**config.mk**
```make
export PLATFORM = sky130hd
export DESIGN_NAME = cat_top
export DESIGN_NICKNAME = d
export VERILOG_FILES = /design/src/design/cat_pkg.sv /design/src/design/cat_top.sv /design/src/design/cat_timer.sv
export VERILOG_INCLUDE_DIRS = /design/src /design/src/design
export SDC_FILE = /design/constraint.sdc
export NUM_CORES = 1
export LEC_CHECK = 0
export BUFFER_PORTS_ARGS = -buffer_cell sky130_fd_sc_hd__buf_2
export CAP_MARGIN = 20
export CORE_AREA = 3 3 125 127
export CTS_CLUSTER_DIAMETER = 30
export DETAILED_ROUTE_END_ITERATION = 6
export DIE_AREA = 0 0 128 130
export GPL_ROUTABILITY_DRIVEN = 0
export SYNTH_ARGS = -nofsm -noshare
export SYNTH_HDL_FRONTEND = slang
export SYNTH_SLANG_ARGS = --single-unit
export TNS_END_PERCENT = 10
```
**constraint.sdc**
```tcl
create_clock -name ref_clk -period 3.31 [get_ports ref_clk]
set_input_delay 0.1655 -clock ref_clk [delete_from_list [all_inputs] [get_ports ref_clk]]
set_output_delay 0.1655 -clock ref_clk [all_outputs]
set_load 0.01 [all_outputs]
```
**src/design/cat_cfg.svh**
```systemverilog
// constants of the compare and auto-conversion trigger block
// Behaviour
// - a trigger reset clears the 16-bit timer count to zero.
// - the trigger reset never sets the timer overflow flag.
// - trigger mode still raises the compare interrupt flag on a match.
// - in trigger mode the compare pair is the timer period.
// - a timer byte write beats a coinciding trigger reset.
// - writing zero to compare control forces the output latch low.
// - mode 1010 leaves the pin undriven and only flags the match.
// - mode 1011 resets the timer, starts a conversion, pin undriven.
// - the trigger output asserts in the match cycle itself.
// - the count clears only on the next timer tick after the match.
// - if the match is gone by that tick, the reset is skipped.
// - matching stops while the device sleeps.
// - the count rolls from FFFF to zero and sets the overflow flag.
// - compare equal to count raises a match event.
`ifndef CAT_CFG_SVH
`define CAT_CFG_SVH
`define CAT_OFF_CTRL   8'h00
`define CAT_OFF_TMRL   8'h04
`define CAT_OFF_TMRH   8'h08
`define CAT_OFF_CMPL   8'h0C
`define CAT_OFF_CMPH   8'h10
`define CAT_OFF_STAT   8'h14
`define CAT_OFF_MASK   8'h18
`define CAT_OFF_TCTL   8'h1C
`define CAT_MODE_SET   4'h8
`define CAT_MODE_CLR   4'h9
`define CAT_MODE_SWI   4'hA
`define CAT_MODE_TRIG  4'hB
`define CAT_CTRL_RST   4'h0
`define CAT_STAT_OVF   0
`define CAT_STAT_CMP   1
`define CAT_TCTL_ON    0
`define CAT_TICK_LAST  2'h3
`define CAT_COUNT_MAX  16'hFFFF
`endif

```
**src/design/cat_pkg.sv**
```systemverilog
// types shared by the compare and trigger block
package cat_pkg;
  typedef logic [7:0]  cat_addr_t;
  typedef logic [31:0] cat_word_t;
  typedef logic [15:0] cat_count_t;
  typedef logic [7:0]  cat_byte_t;
  typedef logic [3:0]  cat_mode_t;
  typedef enum {CAT_IDLE, CAT_ARMED} cat_rst_state_t;
endpackage

```
**src/design/cat_top.sv**
```systemverilog
// compare unit with auto-conversion trigger, APB registers and interrupt
`timescale 1ns/1ps
`default_nettype none
`include "cat_cfg.svh"
module cat_top (
  input  wire logic             ref_clk,
  input  wire logic             rst,
  input  wire logic             psel,
  input  wire logic             penable,
  input  wire logic             pwrite,
  input  wire cat_pkg::cat_addr_t paddr,
  input  wire cat_pkg::cat_word_t pwdata,
  output logic                  pready,
  output logic                  pslverr,
  output cat_pkg::cat_word_t    prdata,
  input  wire logic             adcEnable,
  input  wire logic             sleepReq,
  output logic                  adcStart,
  output logic                  compareOutPin,
  output logic                  compareOutPinOeN,
  output logic                  irq
);
  import cat_pkg::*;

  cat_mode_t  compareModeField;
  cat_count_t compareValue;
  cat_count_t timerCount;
  logic [1:0] status;
  logic [1:0] mask;
  logic       timerOn;
  logic       adcEnMeta;
  logic       adcEnSync;
  logic       sleepMeta;
  logic       sleepSync;
  logic       matchNow;
  logic       matchPrev;
  logic       matchEv;
  logic       trigArm;
  logic       tick;
  logic       overflow;
  logic       compareLatch;
  logic       badAddr;
  logic       wrEn;
  logic       wrCtrl;
  logic       wrTmrL;
  logic       wrTmrH;
  logic [1:0] next_status;
  logic [1:0] statSet;
  logic [1:0] statClr;
  cat_word_t  next_prdata;
  logic       next_bad;
  logic       compareDrives;
  logic [1:0] next_mask;

  // pins from outside pass two flops first
  always_ff @(posedge ref_clk) begin
    if (rst) begin
      adcEnMeta <= 1'b0;
      adcEnSync <= 1'b0;
      sleepMeta <= 1'b0;
      sleepSync <= 1'b0;
    end else begin
      adcEnMeta <= adcEnable;
      adcEnSync <= adcEnMeta;
      sleepMeta <= sleepReq;
      sleepSync <= sleepMeta;
    end
  end

  // APB: zero wait states, read data captured in the setup cycle
  assign pready  = 1'b1;
  assign pslverr = psel && penable && badAddr;
  assign wrEn    = psel && penable && pwrite && !badAddr;
  assign wrCtrl  = wrEn && (paddr == `CAT_OFF_CTRL);
  assign wrTmrL  = wrEn && (paddr == `CAT_OFF_TMRL);
  assign wrTmrH  = wrEn && (paddr == `CAT_OFF_TMRH);

  always_comb begin
    next_prdata = 32'h00000000;
    next_bad    = 1'b0;
    case (paddr)
      `CAT_OFF_CTRL: next_prdata = {28'h0000000, compareModeField};
      `CAT_OFF_TMRL: next_prdata = {24'h000000, timerCount[7:0]};
      `CAT_OFF_TMRH: next_prdata = {24'h000000, timerCount[15:8]};
      `CAT_OFF_CMPL: next_prdata = {24'h000000, compareValue[7:0]};
      `CAT_OFF_CMPH: next_prdata = {24'h000000, compareValue[15:8]};
      `CAT_OFF_STAT: next_prdata = {30'h00000000, status};
      `CAT_OFF_MASK: next_prdata = {30'h00000000, mask};
      `CAT_OFF_TCTL: next_prdata = {31'h00000000, timerOn};
      default:       next_bad    = 1'b1;
    endcase
  end

  always_ff @(posedge ref_clk) begin
    if (rst) begin
      prdata  <= 32'h00000000;
      badAddr <= 1'b0;
    end else if (psel && !penable) begin
      prdata  <= pwrite ? 32'h00000000 : next_prdata;
      badAddr <= next_bad;
    end
  end

  // control, compare pair and timer control
  always_ff @(posedge ref_clk) begin
    if (rst) begin
      compareModeField <= `CAT_CTRL_RST;
    end else if (wrCtrl) begin
      compareModeField <= pwdata[3:0];
    end
  end

  always_ff @(posedge ref_clk) begin
    if (rst) begin
      compareValue <= 16'h0000;
    end else if (wrEn) begin
      if (paddr == `CAT_OFF_CMPL) begin
        compareValue[7:0] <= pwdata[7:0];
      end
      if (paddr == `CAT_OFF_CMPH) begin
        compareValue[15:8] <= pwdata[7:0];
      end
    end
  end

  always_ff @(posedge ref_clk) begin
    if (rst) begin
      timerOn <= 1'b0;
      mask    <= 2'h0;
    end else if (wrEn) begin
      if (paddr == `CAT_OFF_TCTL) begin
        timerOn <= pwdata[`CAT_TCTL_ON];
      end
      if (paddr == `CAT_OFF_MASK) begin
        mask <= pwdata[1:0];
      end
    end
  end

  cat_timer u_timer (
    .ref_clk      (ref_clk),
    .rst          (rst),
    .timerOn      (timerOn),
    .compareValue (compareValue),
    .trigArm      (trigArm),
    .wrLow        (wrTmrL),
    .wrHigh       (wrTmrH),
    .wrByte       (pwdata[7:0]),
    .tick         (tick),
    .overflow     (overflow),
    .timerCount   (timerCount)
  );

  // match detection; a stopped system clock in sleep cannot compare
  assign matchNow = (timerCount == compareValue) && !sleepSync;
  always_ff @(posedge ref_clk) begin
    if (rst) begin
      matchPrev <= 1'b0;
    end else begin
      matchPrev <= matchNow;
    end
  end
  // one event per match, not one per cycle the count sits there
  assign matchEv  = matchNow && !matchPrev;
  assign trigArm  = matchEv && (compareModeField == `CAT_MODE_TRIG);
  // combinational so the converter sees the match cycle itself
  assign adcStart = trigArm && adcEnSync;

  // sticky status, set wins over a write-one clear
  always_comb begin
    statSet = 2'h0;
    statSet[`CAT_STAT_OVF] = overflow;
    statSet[`CAT_STAT_CMP] = matchEv && compareModeField[3];
    statClr = (wrEn && (paddr == `CAT_OFF_STAT)) ? pwdata[1:0] : 2'h0;
    next_status = (status & ~statClr) | statSet;
  end

  always_ff @(posedge ref_clk) begin
    if (rst) begin
      status <= 2'h0;
    end else begin
      status <= next_status;
    end
  end

  // the mask written in this cycle counts too, so irq never lags a mask change
  assign next_mask = (wrEn && (paddr == `CAT_OFF_MASK)) ? pwdata[1:0] : mask;

  always_ff @(posedge ref_clk) begin
    if (rst) begin
      irq <= 1'b0;
    end else begin
      irq <= |(next_status & next_mask);
    end
  end

  // output latch: only the set/clear modes take the pin
  always_ff @(posedge ref_clk) begin
    if (rst) begin
      compareLatch <= 1'b0;
    end else if (wrCtrl && (pwdata[3:0] == `CAT_CTRL_RST)) begin
      compareLatch <= 1'b0;
    end else if (matchEv && (compareModeField == `CAT_MODE_SET)) begin
      compareLatch <= 1'b1;
    end else if (matchEv && (compareModeField == `CAT_MODE_CLR)) begin
      compareLatch <= 1'b0;
    end
  end

  assign compareDrives    = (compareModeField == `CAT_MODE_SET)
                            || (compareModeField == `CAT_MODE_CLR);
  // software interrupt and trigger modes leave the pin alone
  assign compareOutPinOeN = !compareDrives;
  assign compareOutPin    = compareLatch;
endmodule // cat_top
`default_nettype wire

```
**src/design/cat_timer.sv**
```systemverilog
// 16-bit timer with instruction-rate tick and deferred trigger reset
`timescale 1ns/1ps
`default_nettype none
`include "cat_cfg.svh"
module cat_timer (
  input  wire logic              ref_clk,
  input  wire logic              rst,
  input  wire logic              timerOn,
  input  wire cat_pkg::cat_count_t compareValue,
  input  wire logic              trigArm,
  input  wire logic              wrLow,
  input  wire logic              wrHigh,
  input  wire cat_pkg::cat_byte_t wrByte,
  output logic                   tick,
  output logic                   overflow,
  output cat_pkg::cat_count_t    timerCount
);
  import cat_pkg::*;
  logic [1:0]     divCnt;
  cat_rst_state_t state;
  logic           wrAny;
  logic           doReset;
  logic           stillMatch;

  // tick at a quarter of ref_clk, like an instruction clock
  always_ff @(posedge ref_clk) begin
    if (rst || !timerOn) begin
      divCnt <= 2'h0;
    end else begin
      divCnt <= divCnt + 2'h1;
    end
  end
  assign tick       = timerOn && (divCnt == `CAT_TICK_LAST);
  assign wrAny      = wrLow || wrHigh;
  assign stillMatch = (timerCount == compareValue);
  assign doReset    = (state == CAT_ARMED) && tick && stillMatch;
  assign overflow   = tick && !wrAny && !doReset
                      && (timerCount == `CAT_COUNT_MAX);

  always_ff @(posedge ref_clk) begin
    if (rst) begin
      state <= CAT_IDLE;
    end else begin
      case (state)
        CAT_IDLE: begin
          if (trigArm) begin
            state <= CAT_ARMED;
          end
        end
        CAT_ARMED: begin
          // a write consumes the pending reset
          if ((tick || wrAny) && !trigArm) begin
            state <= CAT_IDLE;
          end
        end
        default: state <= CAT_IDLE;
      endcase
    end
  end

  always_ff @(posedge ref_clk) begin
    if (rst) begin
      timerCount <= 16'h0000;
    end else if (wrAny) begin
      // the written byte wins over reset and increment
      if (wrLow) begin
        timerCount[7:0] <= wrByte;
      end
      if (wrHigh) begin
        timerCount[15:8] <= wrByte;
      end
    end else if (doReset) begin
      timerCount <= 16'h0000;
    end else if (tick) begin
      timerCount <= timerCount + 16'h0001;
    end
  end
endmodule // cat_timer
`default_nettype wire

```
---- Yosys cells after proc, flatten, opt, wreduce, memory -nomap -nowiden ----
Index checks and enable logic that the tools add are counted.
operators by class
  multiplexer cells ....................... 15
  reductions and logical operators ........ 53
  bitwise gates (word level) .............. 4
  equality and inequality tests ........... 19
  add/sub/neg operators ................... 2
operator list
  cell                                                    number
  two-way mux 32 bit                                      3
  case mux 32 bit (2 select lines)                        1
  case mux 8 bit (8 select lines)                         1
  two-way mux 16 bit                                      3
  == test 32 x 1 -> 1 bit (second input constant)         1
  == test 32 x 2 -> 1 bit (second input constant)         1
  == test 8 x 5 -> 1 bit (second input constant)          4
  logical NOT 32 bit                                      1
  logical AND 1 bit                                       25
  adder 16 x 1 -> 16 bit (second input constant)          1
  == test 16 bit                                          1
  == test 16 bit (second input constant)                  1
  == test 8 x 4 -> 1 bit (second input constant)          2
  two-way mux 8 bit                                       2
  AND reduction 2 bit                                     7
  == test 4 bit (second input constant)                   3
  logical NOT 1 bit                                       9
  == test 8 x 3 -> 1 bit (second input constant)          1
  logical NOT 8 bit                                       1
  OR reduction 8 bit                                      1
  inequality test 2 x 1 -> 1 bit (second input constant)  3
  AND 2 bit                                               2
  logical NOT 4 bit                                       1
  logical OR 1 bit                                        4
  other kinds (10)                                        14
storage, ports and cells
  input bits .............................. 47
  register bits ........................... 115
  output and inout port bits .............. 38
  word-level logic and storage cells ...... 112

---- Logic depth before layout (Yosys ltp) ----
Gate-level depths: netlist of the first run.
  depth in word-level cells ............... 12
  gate-level depth with buffers ........... 9

---- Hierarchy ----
A second synthesis of the first run with hierarchy kept.
unflattened totals
  cells, all modules ...................... 462
  area, all modules ....................... 3,906.2 µm²
by module, submodules not included
  module     instances  area each (µm²)  cells each
  cat_top    1          2,314.7          261
  cat_timer  1          1,591.5          201

---- Worst setup path after synthesis of the first run ----
Ideal clock, no wire load.
  path type ............................... register to output
  from .................................... reg u_timer.timerCount[6]
  to ...................................... out adcStart
  path buffers ............................ 1
  setup slack ............................. 1,457 ps
  arrival ................................. 1,687 ps
  stages on the path, launching flop included .. 8
  path through ............................ dfxtp_1 > buf_4 > xnor2_2 > nand4_1 > nor4_4 > nor3b_1 > nand4_1 > nor2_1
on the way
  cells in the longest elaborated chain, start to end .. 5
ends and longest elaborated chain
  what                    line             text
  from (decl)             cat_timer.sv:16  output cat_pkg::cat_count_t timerCount
  from (signal assigned)  cat_timer.sv:67  timerCount[7:0] <= wrByte;
  from (signal assigned)  cat_timer.sv:75  timerCount <= timerCount + 16'h0001;
  == test 16 bit          cat_top.sv:155   assign matchNow = (timerCount == compareValue) && !sleepSync;
  logical AND 1 bit       cat_top.sv:155
  logical AND 1 bit       cat_top.sv:164   assign matchEv = matchNow && !matchPrev;
  logical AND 1 bit       cat_top.sv:165   assign trigArm = matchEv && (compareModeField == `CAT_MODE_TRIG);
  logical AND 1 bit       cat_top.sv:167   assign adcStart = trigArm && adcEnSync;
  to (decl)               cat_top.sv:18    output logic adcStart,
No other way between the ends.

---- Worst setup path after layout of the first run ----
  from .................................... reg u_timer.timerCount[9]
  to ...................................... out adcStart
Same word-level chain as after synthesis.

==> metrics.txt, run 1 <==
Slew Viols, Final 0; Seq cells post-synth 60; crit path time final 2.85 ns; global-route usage over all layers 13.3%; period utilization 86.2%; reg2reg end irq; GRT busiest layer met2; Worst path most repeated cell nand4_1; Tightest Hold Check Type in2reg; CTS resizes 0; CP max-delay cell nor3b_1; prevailing post-synth register cell dfxtp_1; Worst Path Max Fanout 8; CP startpoint u_timer.timerCount[9]; Post-CTS Hold Buffers 0; R2R cell count 5; post-CTS setup buffers 0; crit path cell chain xnor2_1, nand4_1, nor4_4, buf_4, nor3b_1, nand4_1, nor2_1, buf_2; root buffer selected by CTS clkbuf_16; post-detail-place hpwl 8080 um; status completed; Peak Freq 351 MHz; TritonRoute pass-1 iters 5; Initial Utilization 24.8%; syn avg cell area 8.23 um^2; ys async rst share 0%; GR Util met3 4.18%; slowest stage delay, CP 0.55 ns; initial antenna violation count 0; Mapped Area 3610 um^2; # DRC 0; Synth area leaders dfxtp_1 33%, buf_4 5.4%, a21oi_1 5.0%, nand2_1 4.8%, nand3_1 4.4%; most frequent cell after synthesis dfxtp_1; routed length per instance 16.8 um; Die Width 128 um; met1 usage 18.6%; yosys warns 0; 1st-iter DRT viols 337; final WL 11000 um; Setup CP Type reg2out; CTS tree done; H-tree Lvls 3; setup violators final 0; Worst setup endpoint adcStart; Hold Violations, Final 0; DRT antenna net count 0; CTS buffer count 9; register area share after synthesis 33.3%; CTS sink cnt 60; Max IR drop VDD 0.000214 V; synth unique cells 62; grt ovf 0; R2R setup slack 0.83 ns; Port Buffers 35; worst-margin pin slew 0.884 ns; Synth top area share 33.3%; Worst Setup End Kind output pin; diode count 0; core area 14500 um^2; Post-synth EDFFs 0; final net count 516; die area 16600 um^2; via count 3411; max-cap violations 0; Via density 5.21; crit path DAT 2.69 ns; pin count of the biggest net entering global routing 34; row cnt 44; Slew headroom 40.6%; Max Root-Sink Buffers 2; r2r startpoint badAddr; CP Data Required Time 3.14 ns; Non-Filler Instances 655; global-route wire length before repair 17000 um; most common library cells after synthesis 60 x dfxtp_1, 46 x nand2_1, 36 x a21oi_1; startpoint type of the worst setup path flip-flop; Power Density 408 nW/um^2; final core utilization 28.5%; RSZ-0062 raised after global routing false; clk_lat worst skew 0.34 ns; Area Growth Syn to Fin 15.0%; setup TNS 0 ns; clock skew 0.0103 ns; Pleak 1.42 nW; Post-Synthesis Cells 438; met2 usage 18.7%; vias in the first global route 3046; Worst Hold Slack 0.0441 ns; total I/O pin count 85; dpl cells 640; Chip Height 130 um; Yosys top cell by area dfxtp_1; Clk pin slew, worst setup/hold paths 0.06 ns; layout cells sized above 1 18.0%; Filler cells 1561
worst max-delay path: cells and delay by family, from the launching register on:
kind | cells | cell delay, ns
flops | 1 | 0.52
simple gates | 5 | 1.31
xor+xnor | 1 | 0.16
buf+inv | 2 | 0.34
layout by cell type (no fill, tap or decap), drive strengths merged, types with 3 or more instances in the layout:
cell,n
a21o,4
nand3,32
nand2,48
o31ai,6
a32oi,3
nor3b,3
nand2b,10
a21oi,37
o22ai,3
xnor2,17
a31oi,3
o31a,3
a221oi,3
inv,7
o21ai,12
dfxtp,60
conb,25
a22o,5
nor2b,10
a22oi,15
mux2i,6
buf,48
nor3,13
and3,6
nor2,24
mux2,3
nor4,5
or3,6
o32ai,5
nand4,11
clkbuf,13
worst min path at each step:
stage | from | end | depth (start not counted) | slack, ns
after detailed placement | adcEnable | adcEnMeta | 2 | 0.38
after global routing | adcEnable | adcEnMeta | 2 | 0.04
after CTS | adcEnable | adcEnMeta | 2 | 0.03
after global placement | sleepReq | sleepMeta | 2 | 0.38
after floorplan | adcEnable | adcEnMeta | 1 | 0.29
final | adcEnable | adcEnMeta | 2 | 0.04
state kept, by name (all words and copies together), names as in the netlist:
signal,count
compareOutPin,1
timerOn,1
badAddr,1
u_timer.timerCount,16
irq,1
sleepSync,1
sleepMeta,1
mask,2
status,2
compareValue,16
adcEnSync,1
prdata,8
u_timer.state,1
matchPrev,1
u_timer.divCnt,2
compareModeField,4
adcEnMeta,1
cell type report:
class / instances / area [um^2] / area share [%]
clock buffer: 13 / 260 / 6.28
sequential: 60 / 1200 / 29.0
tap: 184 / 230 / 5.55
timing repair buffer: 48 / 273 / 6.58
inverter: 7 / 26.3 / 0.634
multi-input combinational: 341 / 2150 / 51.8
clock inverter: 2 / 10.0 / 0.241
stage by stage:
stage	area [um^2]	setup WS [ns]	power [mW]
after global routing	4150	0.321	1.76
after floorplan	3690	1.46	0.831
after global placement	3880	0.880	0.847
final	4150	0.458	1.69
after CTS	4150	0.508	1.71
after detailed placement	3880	0.885	0.849
layer usage:
metal  wire, um  vias up
met5          0        -
met2       4820      192
li1           -     1611
met3       1090       21
met1       4810     1587
met4        291        0
power breakdown:
group,total (mW),switching (mW),internal (mW)
sequential,0.730,0.00202,0.728
clock,0.855,0.315,0.539
combinational,0.107,0.0803,0.0267
cells by family after synthesis:
logic type      count (synthesis)  share of synthesized area, %
buf+inv                        60                          9.58
simple gates                  175                          26.7
mux                            10                          3.23
flops                          60                          33.3
fa+ha+maj                       2                         0.694
compound gates                112                          21.7
other cells                     2                         0.208
xor+xnor                       17                          4.55
(Power assumes the default switching activity.)
==> inputs of run 2 (changes only) <==
--- a/config.mk
+++ b/config.mk
@@ -13,6 +13,7 @@
 export DETAILED_ROUTE_END_ITERATION = 6
 export DIE_AREA = 0 0 128 130
 export GPL_ROUTABILITY_DRIVEN = 0
+export SKIP_LAST_GASP = 1
 export SYNTH_ARGS = -nofsm -noshare
 export SYNTH_HDL_FRONTEND = slang
 export SYNTH_SLANG_ARGS = --single-unit
==> constraint.sdc (replaced) <==
create_clock -name ref_clk -period 2.61 [get_ports ref_clk]
set_input_delay 0.1305 -clock ref_clk [delete_from_list [all_inputs] [get_ports ref_clk]]
set_output_delay 0.1305 -clock ref_clk [all_outputs]
set_load 0.01 [all_outputs]
==> run 2 against run 1 <==
- routed wire length grew 4.4%
- largest power group unchanged
- sequential power grew 27%
- register-to-register slack lost 0.41 ns
- final area grew 2.6%
- sequential cell count is the same
- critical path type unchanged
- critical endpoint unchanged
- sequential share of layout area shrank 0.72 points
- total power grew 28%
- final cell count grew 1.8%
==> metrics.txt, run 2 (same netlist as run 1, synthesis figures left out) <==
status completed (unchanged); die area 16600 um^2 (unchanged); Power Density 511 nW/um^2 (was 408 nW/um^2); setup violators final 0 (unchanged); CTS buffer count 9 (unchanged); vias in the first global route 3183 (was 3046); crit path time final 2.45 ns; core area 14500 um^2 (unchanged); global-route wire length before repair 17500 um (was 17000 um); Peak Freq 408 MHz; global-route usage over all layers 13.7% (was 13.3%); DRT antenna net count 0 (unchanged); CTS resizes 0 (unchanged); Hold Path End adcEnMeta (unchanged); CTS sink cnt 60 (unchanged); total I/O pin count 85 (unchanged); reg2reg end irq (unchanged); Non-Filler Instances 667 (was 655); Tightest Hold Check Type in2reg (unchanged); Area after DPL 3970 um^2 (was 3880 um^2); Die Width 128 um (unchanged); initial antenna violation count 0 (unchanged); final net count 529 (was 516); dpl cells 652 (was 640); period utilization 93.9%; hold path startpoint adcEnable (unchanged); H-tree Lvls 3 (unchanged); row cnt 44 (unchanged); Port Buffers 35 (unchanged); R2R setup slack 0.42 ns (was 0.83 ns); hold path depth 2 (unchanged); worst-margin pin slew 0.780 ns (was 0.884 ns); TritonRoute pass-1 iters 5 (unchanged); final core utilization 29.3% (was 28.5%); Slew headroom 48.0% (was 40.6%); final WL 11500 um (was 11000 um); Worst Hold Slack 0.00998 ns (was 0.0441 ns); root buffer selected by CTS clkbuf_16 (unchanged); Slew Viols, Final 0 (unchanged); Max IR drop VDD 0.000255 V (was 0.000214 V); # DRC 0 (unchanged); grt ovf 0 (unchanged); CP Data Required Time 2.48 ns (was 3.14 ns); clock skew 0.00641 ns (was 0.0103 ns); startpoint type of the worst setup path flip-flop (unchanged); Clk pin slew, worst setup/hold paths 0.05 ns (was 0.06 ns); 1st-iter DRT viols 471 (was 337); post-detail-place hpwl 8590 um (was 8080 um); setup TNS 0 ns (unchanged); CTS tree done (unchanged); Via density 5.25 (was 5.21); pin count of the biggest net entering global routing 23 (was 34); Max Root-Sink Buffers 2 (unchanged); Setup CP Type reg2out (unchanged); Top Registers compareValue (16), u_timer.timerCount (16), prdata (8) (unchanged); Chip Height 130 um (unchanged); R2R cell count 5 (unchanged); Pleak 1.49 nW (was 1.42 nW); Worst Setup End Kind output pin (unchanged); Initial Utilization 24.8% (unchanged); clk_lat worst skew 0.33 ns (was 0.34 ns); Hold Violations, Final 0 (unchanged); max-cap violations 0 (unchanged); most frequent cells in the layout 60 x dfxtp_1, 46 x nand2_1, 36 x a21oi_1, 35 x buf_2, 32 x nand3_1 (unchanged); r2r startpoint badAddr (unchanged); Post-Layout Inst Area 4250 um^2 (was 4150 um^2); Worst Path Max Fanout 7 (was 8); RSZ-0062 raised after global routing false (unchanged); layout cells sized above 1 20.3% (was 18.0%); CP startpoint u_timer.timerCount[3] (was u_timer.timerCount[9]); commonest non-fill, non-tap cell in the layout dfxtp_1 (unchanged); Area Growth Syn to Fin 17.9% (was 15.0%); crit path DAT 2.32 ns (was 2.69 ns); routed length per instance 17.2 um (was 16.8 um); via count 3502 (was 3411); diode count 0 (unchanged)
[run 2: worst max-delay path by stage]
stage | slack, ns | end | cells past startpoint
global placement | 0.52 | irq | 6
global route | 0.04 | adcStart | 7
floorplan | 0.78 | u_timer.timerCount[11] | 6
finish | 0.16 | adcStart | 7
detailed placement | 0.48 | irq | 6
CTS | 0.19 | adcStart | 7
[run 2: critical path: stages, from the launching register on]
cell and delay (ns):
dfxtp_1 0.52, xnor2_2 0.16, nand4_2 0.12, nor4_4 0.46
nor3b_1 0.32, nand4_1 0.17, nor2_1 0.10, buf_2 0.14
[run 2: cell type report]
class,instances,area (um^2)
multi-input cells,341,2150
fillers,1551,10300
inverters,7,26.3
flip-flops and latches,60,1200
clock inverters,2,10.0
clock buffers,12,267
well taps,184,230
repair buffers,61,373
[run 2: per-stage QoR]
step	setup WS, ns	total power [mW]
2_1_floorplan	0.780	1.05
3_5_place_dp	0.479	1.08
5_1_grt	0.0352	2.24
3_3_place_gp	0.520	1.08
6_report	0.159	2.17
4_1_cts	0.191	2.19
[run 2: power breakdown]
group          switching (mW)  leakage (nW)  internal (mW)
Combinational           0.103         0.867         0.0384
Sequential            0.00249         0.484          0.922
Clock                   0.402         0.140          0.704
Total                   0.508          1.49           1.67
[run 2: timing repair]
action                                 4_1_cts  5_1_grt
hold buffers                                 0        1
endpoints found under the hold margin        0        1
setup buffers                                0        0
[run 2: per-layer routing]
layer,vias up,global-route usage (%),share of wire (%),routed length [um]
met5,-,0,0,0
met4,0,5.99,3.4,389
met3,31,4.83,8.3,958
met2,183,19.5,43,4980
met1,1653,18.7,45,5170
li1,1635,-,-,-
